===== src/core/keystream_bfield_xor_map_defs.vh =====
`ifndef KEYSTREAM_BFIELD_XOR_MAP_DEFS_VH
`define KEYSTREAM_BFIELD_XOR_MAP_DEFS_VH

// ****************************************
// widths
// ****************************************
`define KXM_IDX_W        12
`define KXM_J_W          8

// ****************************************
// slot format codes
// ****************************************
`define KXM_SLOT_HALF    2'h0
`define KXM_SLOT_FULL    2'h1
`define KXM_SLOT_DOUBLE  2'h2

// ****************************************
// modulation codes (A-field / B-field)
// ****************************************
`define KXM_MOD_2_4      2'h0
`define KXM_MOD_2_8      2'h1
`define KXM_MOD_4_4      2'h2
`define KXM_MOD_8_8      2'h3

// ****************************************
// B-field format codes
// ****************************************
`define KXM_FMT_UNPROT   2'h0
`define KXM_FMT_SINGLE   2'h1
`define KXM_FMT_MULTI    2'h2

// ****************************************
// key stream segment layout
// ****************************************
`define KXM_A_KEY_BITS   12'h028
`define KXM_SUB_LEN      7'h50
`define KXM_SUB_DATA     7'h40

// ****************************************
// half slot counts: base plus step times j
// ****************************************
`define KXM_HALF_2_4     12'h0A0
`define KXM_HALF_2_8     12'h0F0
`define KXM_HALF_4_4     12'h0E0
`define KXM_HALF_8_8     12'h170
`define KXM_STEP_4       12'h002
`define KXM_STEP_8       12'h003

// ****************************************
// unprotected full and double counts
// ****************************************
`define KXM_UF_2_4       12'h280
`define KXM_UF_2_8       12'h3C0
`define KXM_UF_4_4       12'h2C0
`define KXM_UF_8_8       12'h440
`define KXM_UD_2_4       12'h640
`define KXM_UD_2_8       12'h960
`define KXM_UD_4_4       12'h680
`define KXM_UD_8_8       12'h9E0

// ****************************************
// single subfield protected counts
// ****************************************
`define KXM_SF_2_4       12'h260
`define KXM_SF_2_8       12'h3A0
`define KXM_SF_4_4       12'h2A0
`define KXM_SF_8_8       12'h420
`define KXM_SD_2_4       12'h620
`define KXM_SD_2_8       12'h940
`define KXM_SD_4_4       12'h660
`define KXM_SD_8_8       12'h9C0

`endif


===== src/core/keystream_bfield_xor_map.v =====
// Overview of operation
// - unprotected: data bit i uses segment bit i+40
// - half slot counts grow with j
// - unprotected full slot data bit counts
// - unprotected double slot data bit counts
// - single subfield: data bit i uses i+40
// - single subfield full slot encrypted counts
// - single subfield double slot encrypted counts
// - multisubfield: segment 40..103 covers data 0..63
// - segment bits 104..119 discarded over check field
// - cipher-control tail: segment 0..39 on A 8..47
// - subfield checks and X-field pass unencrypted
`timescale 1ns/100ps
`include "keystream_bfield_xor_map_defs.vh"

module keystream_bfield_xor_map
(
  // clock and reset
  input  wire                   clock_i,
  input  wire                   arst_n_i,
  // burst configuration, taken on burst_start_i
  input  wire                   burst_start_i,
  input  wire [1:0]             slot_format_i,
  input  wire [1:0]             modulation_i,
  input  wire [1:0]             bfield_format_i,
  input  wire [`KXM_J_W-1:0]    half_slot_j_i,
  input  wire                   cipher_control_tail_i,
  // bit stream in: one key stream segment bit and one field bit
  input  wire                   bit_valid_i,
  input  wire                   key_stream_segment_i,
  input  wire                   field_bit_i,
  // bit stream out
  output reg                    bit_valid_o,
  output reg                    field_bit_o,
  output reg                    key_applied_o
);

  // ****************************************
  // configuration and position state
  // ****************************************
  // latched burst configuration
  reg                    ct_q;
  reg [1:0]              fmt_q;
  reg [`KXM_IDX_W-1:0]   count_q;

  // position in the key stream segment and in the current subfield
  reg [`KXM_IDX_W-1:0]   kidx_q;
  reg [6:0]              sub_pos_q;

  // combinational decode of the count and of the key use
  reg [`KXM_IDX_W-1:0]   step_x_j;
  reg [`KXM_IDX_W-1:0]   half_count;
  reg [`KXM_IDX_W-1:0]   full_count;
  reg [`KXM_IDX_W-1:0]   double_count;
  reg [`KXM_IDX_W-1:0]   count_d;
  reg [`KXM_IDX_W-1:0]   data_idx;
  reg                    use_key;

  // ****************************************
  // half slot count: base plus step times j
  // ****************************************
  always @*
  begin
    step_x_j = (modulation_i == `KXM_MOD_2_4 || modulation_i == `KXM_MOD_4_4) ?
               ({{(`KXM_IDX_W-`KXM_J_W){1'b0}}, half_slot_j_i} * `KXM_STEP_4) :
               ({{(`KXM_IDX_W-`KXM_J_W){1'b0}}, half_slot_j_i} * `KXM_STEP_8);
    case (modulation_i)
      `KXM_MOD_2_4: half_count = `KXM_HALF_2_4 + step_x_j;
      `KXM_MOD_2_8: half_count = `KXM_HALF_2_8 + step_x_j;
      `KXM_MOD_4_4: half_count = `KXM_HALF_4_4 + step_x_j;
      default:      half_count = `KXM_HALF_8_8 + step_x_j;
    endcase
  end

  // ****************************************
  // full slot count: single subfield or unprotected
  // ****************************************
  always @*
  begin
    if (bfield_format_i == `KXM_FMT_SINGLE)
    begin
      case (modulation_i)
        `KXM_MOD_2_4: full_count = `KXM_SF_2_4;
        `KXM_MOD_2_8: full_count = `KXM_SF_2_8;
        `KXM_MOD_4_4: full_count = `KXM_SF_4_4;
        default:      full_count = `KXM_SF_8_8;
      endcase
    end
    else
    begin
      case (modulation_i)
        `KXM_MOD_2_4: full_count = `KXM_UF_2_4;
        `KXM_MOD_2_8: full_count = `KXM_UF_2_8;
        `KXM_MOD_4_4: full_count = `KXM_UF_4_4;
        default:      full_count = `KXM_UF_8_8;
      endcase
    end
  end

  // ****************************************
  // double slot count: single subfield or unprotected
  // ****************************************
  always @*
  begin
    if (bfield_format_i == `KXM_FMT_SINGLE)
    begin
      case (modulation_i)
        `KXM_MOD_2_4: double_count = `KXM_SD_2_4;
        `KXM_MOD_2_8: double_count = `KXM_SD_2_8;
        `KXM_MOD_4_4: double_count = `KXM_SD_4_4;
        default:      double_count = `KXM_SD_8_8;
      endcase
    end
    else
    begin
      case (modulation_i)
        `KXM_MOD_2_4: double_count = `KXM_UD_2_4;
        `KXM_MOD_2_8: double_count = `KXM_UD_2_8;
        `KXM_MOD_4_4: double_count = `KXM_UD_4_4;
        default:      double_count = `KXM_UD_8_8;
      endcase
    end
  end

  // ****************************************
  // data bit count chosen by slot format
  // ****************************************
  // the unused slot code falls back to the double slot count
  always @*
  begin
    case (slot_format_i)
      `KXM_SLOT_HALF: count_d = half_count;
      `KXM_SLOT_FULL: count_d = full_count;
      default:        count_d = double_count;
    endcase
  end

  // ****************************************
  // decide whether the current key bit is applied
  // ****************************************
  // past the data bit count every bit passes through unchanged
  always @*
  begin
    data_idx = kidx_q - `KXM_A_KEY_BITS;
    use_key  = 1'b0;
    if (kidx_q < `KXM_A_KEY_BITS)
      use_key = ct_q;
    else if (data_idx < count_q)
    begin
      if (fmt_q == `KXM_FMT_MULTI)
        use_key = (sub_pos_q < `KXM_SUB_DATA);
      else
        use_key = 1'b1;
    end
  end

  // ****************************************
  // burst configuration latched on start
  // ****************************************
  always @(posedge clock_i or negedge arst_n_i)
  begin
    if (!arst_n_i)
    begin
      ct_q    <= 1'b0;
      fmt_q   <= `KXM_FMT_UNPROT;
      count_q <= {`KXM_IDX_W{1'b0}};
    end
    else if (burst_start_i)
    begin
      ct_q    <= cipher_control_tail_i;
      fmt_q   <= bfield_format_i;
      count_q <= count_d;
    end
  end

  // ****************************************
  // position in the segment and in the subfield
  // ****************************************
  // the index stops at its top value instead of wrapping into the tail prefix
  always @(posedge clock_i or negedge arst_n_i)
  begin
    if (!arst_n_i)
    begin
      kidx_q    <= {`KXM_IDX_W{1'b0}};
      sub_pos_q <= 7'h00;
    end
    else if (burst_start_i)
    begin
      kidx_q    <= {`KXM_IDX_W{1'b0}};
      sub_pos_q <= 7'h00;
    end
    else if (bit_valid_i)
    begin
      if (kidx_q != {`KXM_IDX_W{1'b1}})
        kidx_q <= kidx_q + 12'h001;
      if (kidx_q >= `KXM_A_KEY_BITS)
        sub_pos_q <= (sub_pos_q == `KXM_SUB_LEN - 7'h01) ? 7'h00 :
                     sub_pos_q + 7'h01;
    end
  end

  // ****************************************
  // registered xor output, same path both directions
  // ****************************************
  // a pair that arrives together with the start strobe is dropped
  always @(posedge clock_i or negedge arst_n_i)
  begin
    if (!arst_n_i)
    begin
      bit_valid_o   <= 1'b0;
      field_bit_o   <= 1'b0;
      key_applied_o <= 1'b0;
    end
    else
    begin
      bit_valid_o   <= bit_valid_i && !burst_start_i;
      field_bit_o   <= field_bit_i ^ (use_key & key_stream_segment_i);
      key_applied_o <= bit_valid_i && !burst_start_i && use_key;
    end
  end

endmodule


===== config.mk =====
export PLATFORM = sky130hd
export DESIGN_NAME = keystream_bfield_xor_map
export DESIGN_NICKNAME = d
export VERILOG_FILES = /design/src/core/keystream_bfield_xor_map.v
export VERILOG_INCLUDE_DIRS = /design/src /design/src/core
export SDC_FILE = /design/constraint.sdc
export NUM_CORES = 1
export LEC_CHECK = 0
export BUFFER_PORTS_ARGS = -buffer_cell sky130_fd_sc_hd__buf_2
export CAP_MARGIN = 20
export CELL_PAD_IN_SITES_DETAIL_PLACEMENT = 1
export CELL_PAD_IN_SITES_GLOBAL_PLACEMENT = 1
export CORE_ASPECT_RATIO = 1.5
export CORE_MARGIN = 2
export CORE_UTILIZATION = 46
export CTS_CLUSTER_SIZE = 24
export DETAILED_ROUTE_END_ITERATION = 7
export PLACE_DENSITY_LB_ADDON = 0.1
export SETUP_SLACK_MARGIN = 0.3
export SLEW_MARGIN = 5
export SYNTH_ARGS = -nofsm -noshare
export SYNTH_HDL_FRONTEND = slang
export SYNTH_SLANG_ARGS = --single-unit
export TNS_END_PERCENT = 10

===== constraint.sdc =====
create_clock -name clock_i -period 4.2 [get_ports clock_i]
set_input_delay 0.84 -clock clock_i [delete_from_list [all_inputs] [get_ports clock_i]]
set_output_delay 0.84 -clock clock_i [all_outputs]
set_load 0.005 [all_outputs]

==> metrics.txt, run 1 <==
f_max=~280 MHz; Place WS=~260 ps; number of flops mapped to enable cells by yosys=0; FFs w/ async S/R, synth=100%; Root Buffer=clkbuf_8; synthesized cell area=about 3000 um2; sequential element share of the synthesized area=30.6%; crit-path max cell delay=~410 ps; Tcrit/Tclk final=a little under nine tenths; worst path bufs/invs=1; DR DRC count=0; FF-to-FF setup slack=roughly 790 ps; Final WS setup=590 ps; minimum clock period=3610 ps; final setup violating endpoints=0; most common cell in the netlist=dfrtp_1; TritonCTS clock tree=yes; Hold WC Path Type=reg2reg; Yosys warnings=0; VDD IR max=between 0.1 and 0.15 mV; Syn Area/Cell=roughly 8.6 um2; core area=between 6000 and 7000 um2; total CTS buffers=5; total wire length=approximately 7600 um; Setup TNS=0 ps; total die area=7250 um2; Worst Setup Start Kind=primary input; CP Max Fanout=4; Slowest-stage cell, CP=fa_1; RSZ-0062 raised after global routing=false; clock latency at the later pin of the worst-skew pair=300 ps; remaining global-route overflow=0; area grow syn2layout=9.47%; deepest clock path buffer count=2; Final #Nets=about 430; DRT iter0 DRCs=~100; routed vias=between 2000 and 3000; final instance area=roughly 3300 um2; total clock sinks=37; Mapped Nets=410; Antenna Cells=0; CP Capture Type=flop; Crit path arrival time=between 3000 and 4000 ps; slew at the pin closest to its max-slew limit=roughly 830 ps; final std cells w/o fill=between 400 and 500; GRT Total Usage=23.1%; Synth top area share=30.6%; global-route wire length before repair=~13000 um; Post CTS Setup Buffer Count=0; DRT Pass-1 Iters=4; clock slew seen by the registers of the worst setup and hold paths=about 70 ps; antenna viol nets, final=0; cts hold-fix bufs=0; worst path required time=4390 ps; max-slew violations=0; placed insts=around 440; Max transition margin=around 45%; pin count of the biggest net entering global routing=between 40 and 50; final hold violations=0; global placer's final weighted congestion=slightly below 0.8; Clock Skew=around 5.3 ps; placed wire-length estimate=about 6000 um; worst hold slack=a little over 500 ps; H-Tree Level Count=2; Mapped Cells=352; I/O pin total=24; initial antenna violation count=0; vias in the first global route=between 2000 and 3000; Row Count=36; Die Y=approximately 100 um; Most used DFF post-synth=dfrtp_1; Lkg Pwr=1.52 nW; worst setup path category=in2reg; Die X=about 70 um; Synth area leaders=dfrtp_1 (31%), ha_1 (15%), nor2_1 (4.3%); post-DR vias/cell=5.76; Top Family by Delay on Critical Path=compound AO/OA/AOI/OAI gates; layout cells sized above 1=between 10% and 20%; max_cap viols=0; post-synthesis cell type count=52; WL per Instance=about 17 um; PortBufs=23; Post-CTS Resized=0; run status=finished, final reports clean; power density over cell area=280 nW/um2; starting density of the core=between 40% and 50%; cell taking the most area after synthesis=dfrtp_1; critical path, cell by cell=buf_2 > ha_1 > fa_1 > a211oi_1 > nor3b_1 > o21ai_1 > nand2b_1 > xor2_1 > o21ai_0 > ha_1 > or3_1 > o21ai_0 > a21oi_1 > xnor2_1 > a221oi_1; Post-synth top cells=dfrtp_1 (37), ha_1 (36), nor2_1 (35); Cell Area, Placed=3210 um2; number of synthesized register bits=37
## final timing paths
check / startpoint / to / cells after the start
setup / recovery: half_slot_j_i[1] / count_q[9] / 15
hold / removal: count_q[0] / count_q[0] / 1
setup reg to reg: kidx_q[3] / field_bit_o / 13
hold reg to reg: count_q[0] / count_q[0] / 1
max in group asynchronous: arst_n_i / kidx_q[7] / 1
min in group asynchronous: arst_n_i / sub_pos_q[0] / 1
## report_power, final
| part | leakage (nW) | switching, mW | total [mW] | internal, mW |
|---|---|---|---|---|
| Clock | 0.0542 | 0.129 | 0.277 | 0.148 |
| Combinational | 0.977 | 0.152 | 0.261 | 0.109 |
| Sequential | 0.488 | 0.0108 | 0.387 | 0.377 |
## placed cells by master (no fill, tap or decap), types with 2 or more instances in the layout
cell type and instances:
dfrtp_1 37, ha_1 36, nor2_1 35, nand2_1 25, a21oi_1 25, inv_1 23
buf_2 23, xor2_1 14, xnor2_1 13, o21ai_0 12, nand3_1 11, nor2b_1 9
nor3b_1 8, o21ai_1 8, nor3_1 8, a211oi_1 7, clkbuf_8 7, mux2i_1 6
o22ai_1 6, nand2b_1 5, and3_1 4, buf_4 4, o31ai_1 3, and2_1 3
a21o_1 3, nand4_1 3, mux2_2 3, or3_1 3, a221o_1 2, o21a_1 2
nand3b_1 2, a31oi_1 2
## per-stage QoR
step / total power, mW / util [%]
after CTS: 0.936 / 51.4
after floorplan: 0.572 / -
after detailed placement: 0.659 / 49.8
final: 0.926 / 51.4
after global placement: 0.648 / 49.8
after global routing: 0.984 / 51.4
## routing by layer
| metal | wire length (um) | up-vias | track usage [%] |
|---|---|---|---|
| met5 | 0 | - | 0 |
| met4 | 288 | 0 | 10.9 |
| met3 | 115 | 19 | 2.23 |
| met2 | 4280 | 32 | 46.8 |
| met1 | 2890 | 1263 | 23.4 |
| li1 | - | 1276 | - |
## final cells by class
| type | instances | area, um2 |
|---|---|---|
| fill | 795 | 3130 |
| multi-input combinational | 279 | 1960 |
| sequential | 37 | 926 |
| timing repair buffer | 27 | 145 |
| clock buffer | 7 | 96.3 |
| tap | 76 | 95.1 |
| inverter | 23 | 86.3 |
| clock inverter | 1 | 5.00 |
## registers in the layout, indices dropped and copies added, names as in the netlist
name	cells
count_q	12
kidx_q	12
sub_pos_q	7
fmt_q	2
bit_valid_o	1
ct_q	1
field_bit_o	1
key_applied_o	1
## cell families (layout without fill, tap and decap cells)
logic type	after synthesis	in the layout	share of synthesized area [%]
XOR/XNOR	27	27	7.82
AO/OA/AOI/OAI	84	84	18.0
buffers and inverters	36	58	4.68
AND/OR/NAND/NOR	122	122	20.2
flip-flops	37	37	30.6
adder cells (fa/ha/maj)	37	37	15.6
multiplexers	9	9	3.10
(Power assumes the default switching activity.)
==> run 2, diff against run 1 <==
--- a/config.mk
+++ b/config.mk
@@ -6,7 +6,7 @@
 export SDC_FILE = /design/constraint.sdc
 export NUM_CORES = 1
 export LEC_CHECK = 0
-export BUFFER_PORTS_ARGS = -buffer_cell sky130_fd_sc_hd__buf_2
+export BUFFER_PORTS_ARGS = -buffer_cell sky130_fd_sc_hd__clkbuf_2
 export CAP_MARGIN = 20
 export CELL_PAD_IN_SITES_DETAIL_PLACEMENT = 1
 export CELL_PAD_IN_SITES_GLOBAL_PLACEMENT = 1
==> run 2 against run 1 <==
  * Worst setup slack improved by 24 ps
  * Combinational power barely moved
  * Final cell count did not move
  * Fmax increased by 0.68%
  * Cell area decreased by 0.57%
  * Clock skew rose by 2.1 ps
  * First-iteration DRC count rose by 30%
==> metrics.txt, run 2 (synthesis results as in run 1) <==
Worst Setup Start Kind=primary input; Slowest-stage cell, CP=fa_1; clock latency at the later pin of the worst-skew pair=300 ps (about the same); PortBufs=23 (unchanged); post-DR vias/cell=5.78 (+0.46%); RSZ-0062 raised after global routing=false; R2R cell count=13 (unchanged); Post-CTS Resized=0 (unchanged); I/O pin total=24 (unchanged); most frequent cells in the layout=dfrtp_1 (37), ha_1 (36), nor2_1 (35), nand2_1 (25), a21oi_1 (25); vias in the first global route=2723 (-0.58%); worst setup path category=in2reg; Die Y=103 um (unchanged); routed vias=2602 (+0.46%); clock slew seen by the registers of the worst setup and hold paths=70 ps (about the same); max_cap viols=0 (unchanged); CP Max Fanout=4 (unchanged); initial antenna violation count=0 (unchanged); DR DRC count=0 (unchanged); antenna viol nets, final=0 (unchanged); cts hold-fix bufs=0 (unchanged); Post CTS Setup Buffer Count=0 (unchanged); H-Tree Level Count=2 (unchanged); Clock Skew=7.38 ps (+2.06 ps); worst path required time=4390 ps (about the same); critical path, cell by cell=clkbuf_2 > ha_1 > fa_1 > a211oi_1 > nor3b_1 > o21ai_1 > nand2b_1 > xor2_1 > o21ai_0 > ha_1 > or3_1 > o21ai_0 > a21oi_1 > xnor2_1 > a221oi_1; global-route wire length before repair=13000 um (-0.63%); run status=finished, final reports clean; Die X=70.2 um (unchanged); FILL cells=784 (-1.4%); remaining global-route overflow=0 (unchanged); Cell Area, Placed=3210 um2 (unchanged); DRT iter0 DRCs=135 (+30%); GRT Total Usage=22.9% (-0.20 points); worst hold slack=506 ps (-2.80 ps); VDD IR max=0.102 mV (-7.2%); Final #Nets=431 (unchanged); DRT Pass-1 Iters=4 (unchanged); power density over cell area=272 nW/um2 (-2.6%); deepest clock path buffer count=2 (unchanged); pin count of the biggest net entering global routing=42 (unchanged); minimum clock period=3590 ps (-24.4 ps); f_max=279 MHz (+0.68%); post-layout power=0.897 mW (-3.1%); final hold violations=0 (unchanged); most common cell after layout, fill and taps aside=dfrtp_1; total CTS buffers=5 (unchanged); total clock sinks=37 (unchanged); total die area=7250 um2 (unchanged); max-slew violations=0 (unchanged); Setup TNS=0 ps (unchanged); Max transition margin=36.0% (-8.8 points); crit-path max cell delay=410 ps (about the same); Root Buffer=clkbuf_8; final instance area=3290 um2 (-0.57%); Crit path arrival time=3780 ps (-20 ps); layout cells sized above 1=11.5% (-0.27 points); total wire length=7690 um (+1.6%); Antenna Cells=0 (unchanged); slew at the pin closest to its max-slew limit=959 ps (+133 ps); starting density of the core=47.0% (unchanged); core area=6440 um2 (unchanged); Row Count=36 (unchanged); TritonCTS clock tree=yes; Hold Crit Depth=1 (unchanged); Lkg Pwr=1.51 nW (-0.37%); final setup violating endpoints=0 (unchanged); largest registers=count_q: 12 flops, kidx_q: 12 flops, sub_pos_q: 7 flops; Hold WC Path Type=reg2reg; CP Capture Type=flop; global placer's final weighted congestion=0.787 (about the same); area grow syn2layout=8.85%; WL per Instance=17.1 um (+1.6%); placed wire-length estimate=6010 um (about the same); Tcrit/Tclk final=85.4% (-0.58 points)
## run 2: per-stage QoR
stage          setup WS (ps)  utilization, %  std cells
2_1_floorplan            693               -        352
3_3_place_gp             412            49.8        442
3_5_place_dp             295            49.8        442
4_1_cts                  594            51.1        450
5_1_grt                  381            51.1        450
6_report                 614            51.1        450
## run 2: per-layer routing
| layer | part of all wire, % | GRT usage, % | wire [um] | vias to the layer above |
|---|---|---|---|---|
| met1 | 38 | 22.9 | 2940 | 1284 |
| met5 | 0 | 0 | 0 | - |
| met4 | 2.1 | 8.14 | 163 | 0 |
| met3 | 1.8 | 2.81 | 135 | 11 |
| met2 | 58 | 47.6 | 4450 | 31 |
| li1 | - | - | - | 1276 |
## run 2: report_power, final
part           switching [mW]  internal (mW)
clock network           0.133          0.115
registers              0.0108          0.377
logic                   0.152          0.109
## run 2: area by class of cell
class | instances | area, um2 | area share (%)
multi-input combinational | 279 | 1960 | 59.4
sequential | 37 | 926 | 28.1
timing repair buffer | 27 | 145 | 4.41
tap | 76 | 95.1 | 2.89
inverter | 23 | 86.3 | 2.62
clock buffer | 6 | 72.6 | 2.20
clock inverter | 2 | 10.0 | 0.304
## run 2: worst max-delay path: cells and delay by family
| family | cells | cell delay, ps |
|---|---|---|
| AOI/OAI and AO/OA | 6 | 1060 |
| xor gates and xnor gates | 2 | 280 |
| adders and majority gates | 3 | 930 |
| buffers and inverters | 1 | 120 |
| and+or+nand+nor | 3 | 540 |
## run 2: worst paths after layout
path	start	end	slack, ps
min in group asynchronous	arst_n_i	field_bit_o	680
setup / recovery	half_slot_j_i[1]	count_q[9]	610
max in group asynchronous	arst_n_i	kidx_q[10]	2930
setup reg to reg	kidx_q[3]	field_bit_o	810
hold reg to reg	fmt_q[0]	fmt_q[0]	510
hold / removal	fmt_q[0]	fmt_q[0]	510
==> run 3, diff against run 2 <==
--- a/config.mk
+++ b/config.mk
@@ -6,13 +6,14 @@
 export SDC_FILE = /design/constraint.sdc
 export NUM_CORES = 1
 export LEC_CHECK = 0
+export ABC_AREA = 1
 export BUFFER_PORTS_ARGS = -buffer_cell sky130_fd_sc_hd__clkbuf_2
 export CAP_MARGIN = 20
 export CELL_PAD_IN_SITES_DETAIL_PLACEMENT = 1
 export CELL_PAD_IN_SITES_GLOBAL_PLACEMENT = 1
 export CORE_ASPECT_RATIO = 1.5
 export CORE_MARGIN = 2
-export CORE_UTILIZATION = 46
+export CORE_UTILIZATION = 45
 export CTS_CLUSTER_SIZE = 24
 export DETAILED_ROUTE_END_ITERATION = 7
 export PLACE_DENSITY_LB_ADDON = 0.1
==> run 3 against run 2 <==
  * Register-to-register slack better by 520 ps
  * Wire length is 7.2% higher
  * Die area is 6.5% higher
  * Sequential share of layout area is 1.1 points lower
  * Combinational power is 2% lower
  * Fmax is 22% higher
  * Critical path type unchanged
==> metrics.txt, run 3 <==
antenna viol nets, final=0 (unchanged); starting density of the core=46.1% (-0.82 points); Tcrit/Tclk final=70.2% (-15 points); Final WS setup=1250 ps (+637 ps); Finished Core Util=49.9% (-1.2 points); routed vias=2955 (+14%); area grow syn2layout=8.27%; final setup violating endpoints=0 (unchanged); Max transition margin=37.2% (+1.2 points); largest registers=count_q: 12 flops, kidx_q: 12 flops, sub_pos_q: 7 flops; run status=finished, final reports clean; number of flops mapped to enable cells by yosys=0 (unchanged); most common cell in the netlist=nand2_1; global placer's final weighted congestion=0.824 (+4.7%); Mapped Cells=432 (+23%); Post CTS Setup Buffer Count=0 (unchanged); CP Max Fanout=6 (+2); FFs w/ async S/R, synth=100% (unchanged); placed wire-length estimate=6710 um (+12%); Syn Area/Cell=7.32 um2 (-15%); Die X=72.4 um (+3.2%); TritonCTS clock tree=yes; vias in the first global route=3180 (+17%); number of synthesized register bits=37 (unchanged); Synth area leaders=dfrtp_1 (29%), ha_1 (14%), nand2_1 (9.9%); Mapped Nets=490 (+20%); final instance area=3420 um2 (+4.0%); Place WS=943 ps (+647 ps); Post-synth top cells=nand2_1 (83), inv_1 (74), dfrtp_1 (37); H-Tree Level Count=2 (unchanged); final hold violations=0 (unchanged); cell taking the most area after synthesis=dfrtp_1; Synth top area share=29.3% (-1.3 points); worst hold slack=493 ps (-13.9 ps); Die Y=107 um (+3.2%); Crit path arrival time=3170 ps (-610 ps); max-slew violations=0 (unchanged); WL per Instance=15.4 um (-9.9%); post-DR vias/cell=5.52 (-4.5%); initial antenna violation count=0 (unchanged); Cell Area, Placed=3340 um2 (+4.1%); minimum clock period=2950 ps (-637 ps); f_max=339 MHz (+22%); placed insts=527 (+19%); cts hold-fix bufs=0 (unchanged); most frequent cells in the layout=nand2_1 (83), inv_1 (74), dfrtp_1 (37), nor2_1 (36), ha_1 (36); slew at the pin closest to its max-slew limit=942 ps (-17.5 ps); Row Count=37 (+2.8%); post-layout power=0.881 mW (-1.8%); max_cap viols=0 (unchanged); Final #Nets=514 (+19%); DR DRC count=0 (unchanged); total wire length=8240 um (+7.2%); post-synthesis cell type count=42 (-19%); DRT Pass-1 Iters=4 (unchanged); RSZ-0062 raised after global routing=false; worst setup path category=in2reg; most common cell after layout, fill and taps aside=nand2_1; deepest clock path buffer count=2 (unchanged); Yosys warnings=0 (unchanged); clock latency at the later pin of the worst-skew pair=300 ps (about the same); Hold WC Path Type=reg2reg; global-route wire length before repair=14200 um (+9.5%); synthesized cell area=3160 um2 (+4.5%); Antenna Cells=0 (unchanged); PortBufs=23 (unchanged); power density over cell area=257 nW/um2 (-5.5%); final std cells w/o fill=535 (+19%); I/O pin total=24 (unchanged); total die area=7720 um2 (+6.5%); DRT iter0 DRCs=83 (-39%); worst path required time=4420 ps (+30 ps); total clock sinks=37 (unchanged); Clock Skew=6.90 ps (-0.476 ps); Worst Setup Start Kind=primary input; sequential element share of the synthesized area=29.3% (-1.3 points); remaining global-route overflow=0 (unchanged); pin count of the biggest net entering global routing=38 (-9.5%); Setup TNS=0 ps (unchanged); core area=6850 um2 (+6.4%); total CTS buffers=5 (unchanged); GRT Total Usage=23.3% (+0.41 points); FF-to-FF setup slack=1330 ps (+520 ps); clock slew seen by the registers of the worst setup and hold paths=70 ps (about the same); CP Capture Type=flop; Post-CTS Resized=0 (unchanged); Most used DFF post-synth=dfrtp_1; Lkg Pwr=1.77 nW (+17%); layout cells sized above 1=10.3% (-1.2 points); VDD IR max=0.132 mV (+29%); FILL cells=917 (+17%); Root Buffer=clkbuf_8
## run 3: routing by layer
layer / up-vias / track usage (%) / part of all wire [%]
li1: 1465 / - / -
met1: 1429 / 24.2 / 38
met2: 41 / 44.6 / 56
met3: 20 / 2.16 / 1.6
met4: 0 / 11.9 / 4.6
met5: - / 0 / 0
## run 3: worst max-delay path, stage by stage
cell and delay, ps:
clkbuf_2 120, ha_1 400, inv_1 60, nand2_1 100, nand3_2 120, nand2_1 90
nand2_1 70, a21oi_1 120, o21ai_0 110, xor2_1 170, ha_1 320, inv_1 100
o21ai_0 80, a21oi_1 120, nand3_1 80, nand3_1 90, nand2_1 50, a21oi_1 120
## run 3: worst paths after layout
path / to / from / cells after the start
min in group asynchronous: kidx_q[1] / arst_n_i / 1
max: count_q[9] / half_slot_j_i[2] / 18
min reg2reg: fmt_q[1] / fmt_q[1] / 2
min: fmt_q[1] / fmt_q[1] / 2
max in group asynchronous: sub_pos_q[0] / arst_n_i / 1
max reg2reg: field_bit_o / kidx_q[3] / 14
## run 3: area by class of cell
| cell class | instances | area, um2 | share of cell area (%) |
|---|---|---|---|
| multi-input combinational | 312 | 1900 | 55.6 |
| sequential | 37 | 926 | 27.1 |
| inverter | 75 | 284 | 8.30 |
| timing repair buffer | 25 | 130 | 3.80 |
| tap | 78 | 97.6 | 2.85 |
| clock buffer | 6 | 72.6 | 2.12 |
| clock inverter | 2 | 10.0 | 0.293 |
## run 3: logic make-up after synthesis
kind of cell,synth area share [%]
AOI/OAI and AO/OA,16.1
xor gates and xnor gates,3.60
adders and majority gates,14.9
buffers and inverters,10.5
DFF,29.3
and+or+nand+nor,25.6
## run 3: power breakdown
group / internal (mW) / leakage [nW] / switching [mW]
clock: 0.115 / 0.0450 / 0.129
combinational: 0.0912 / 1.23 / 0.164
sequential: 0.374 / 0.489 / 0.00724
total: 0.581 / 1.77 / 0.300
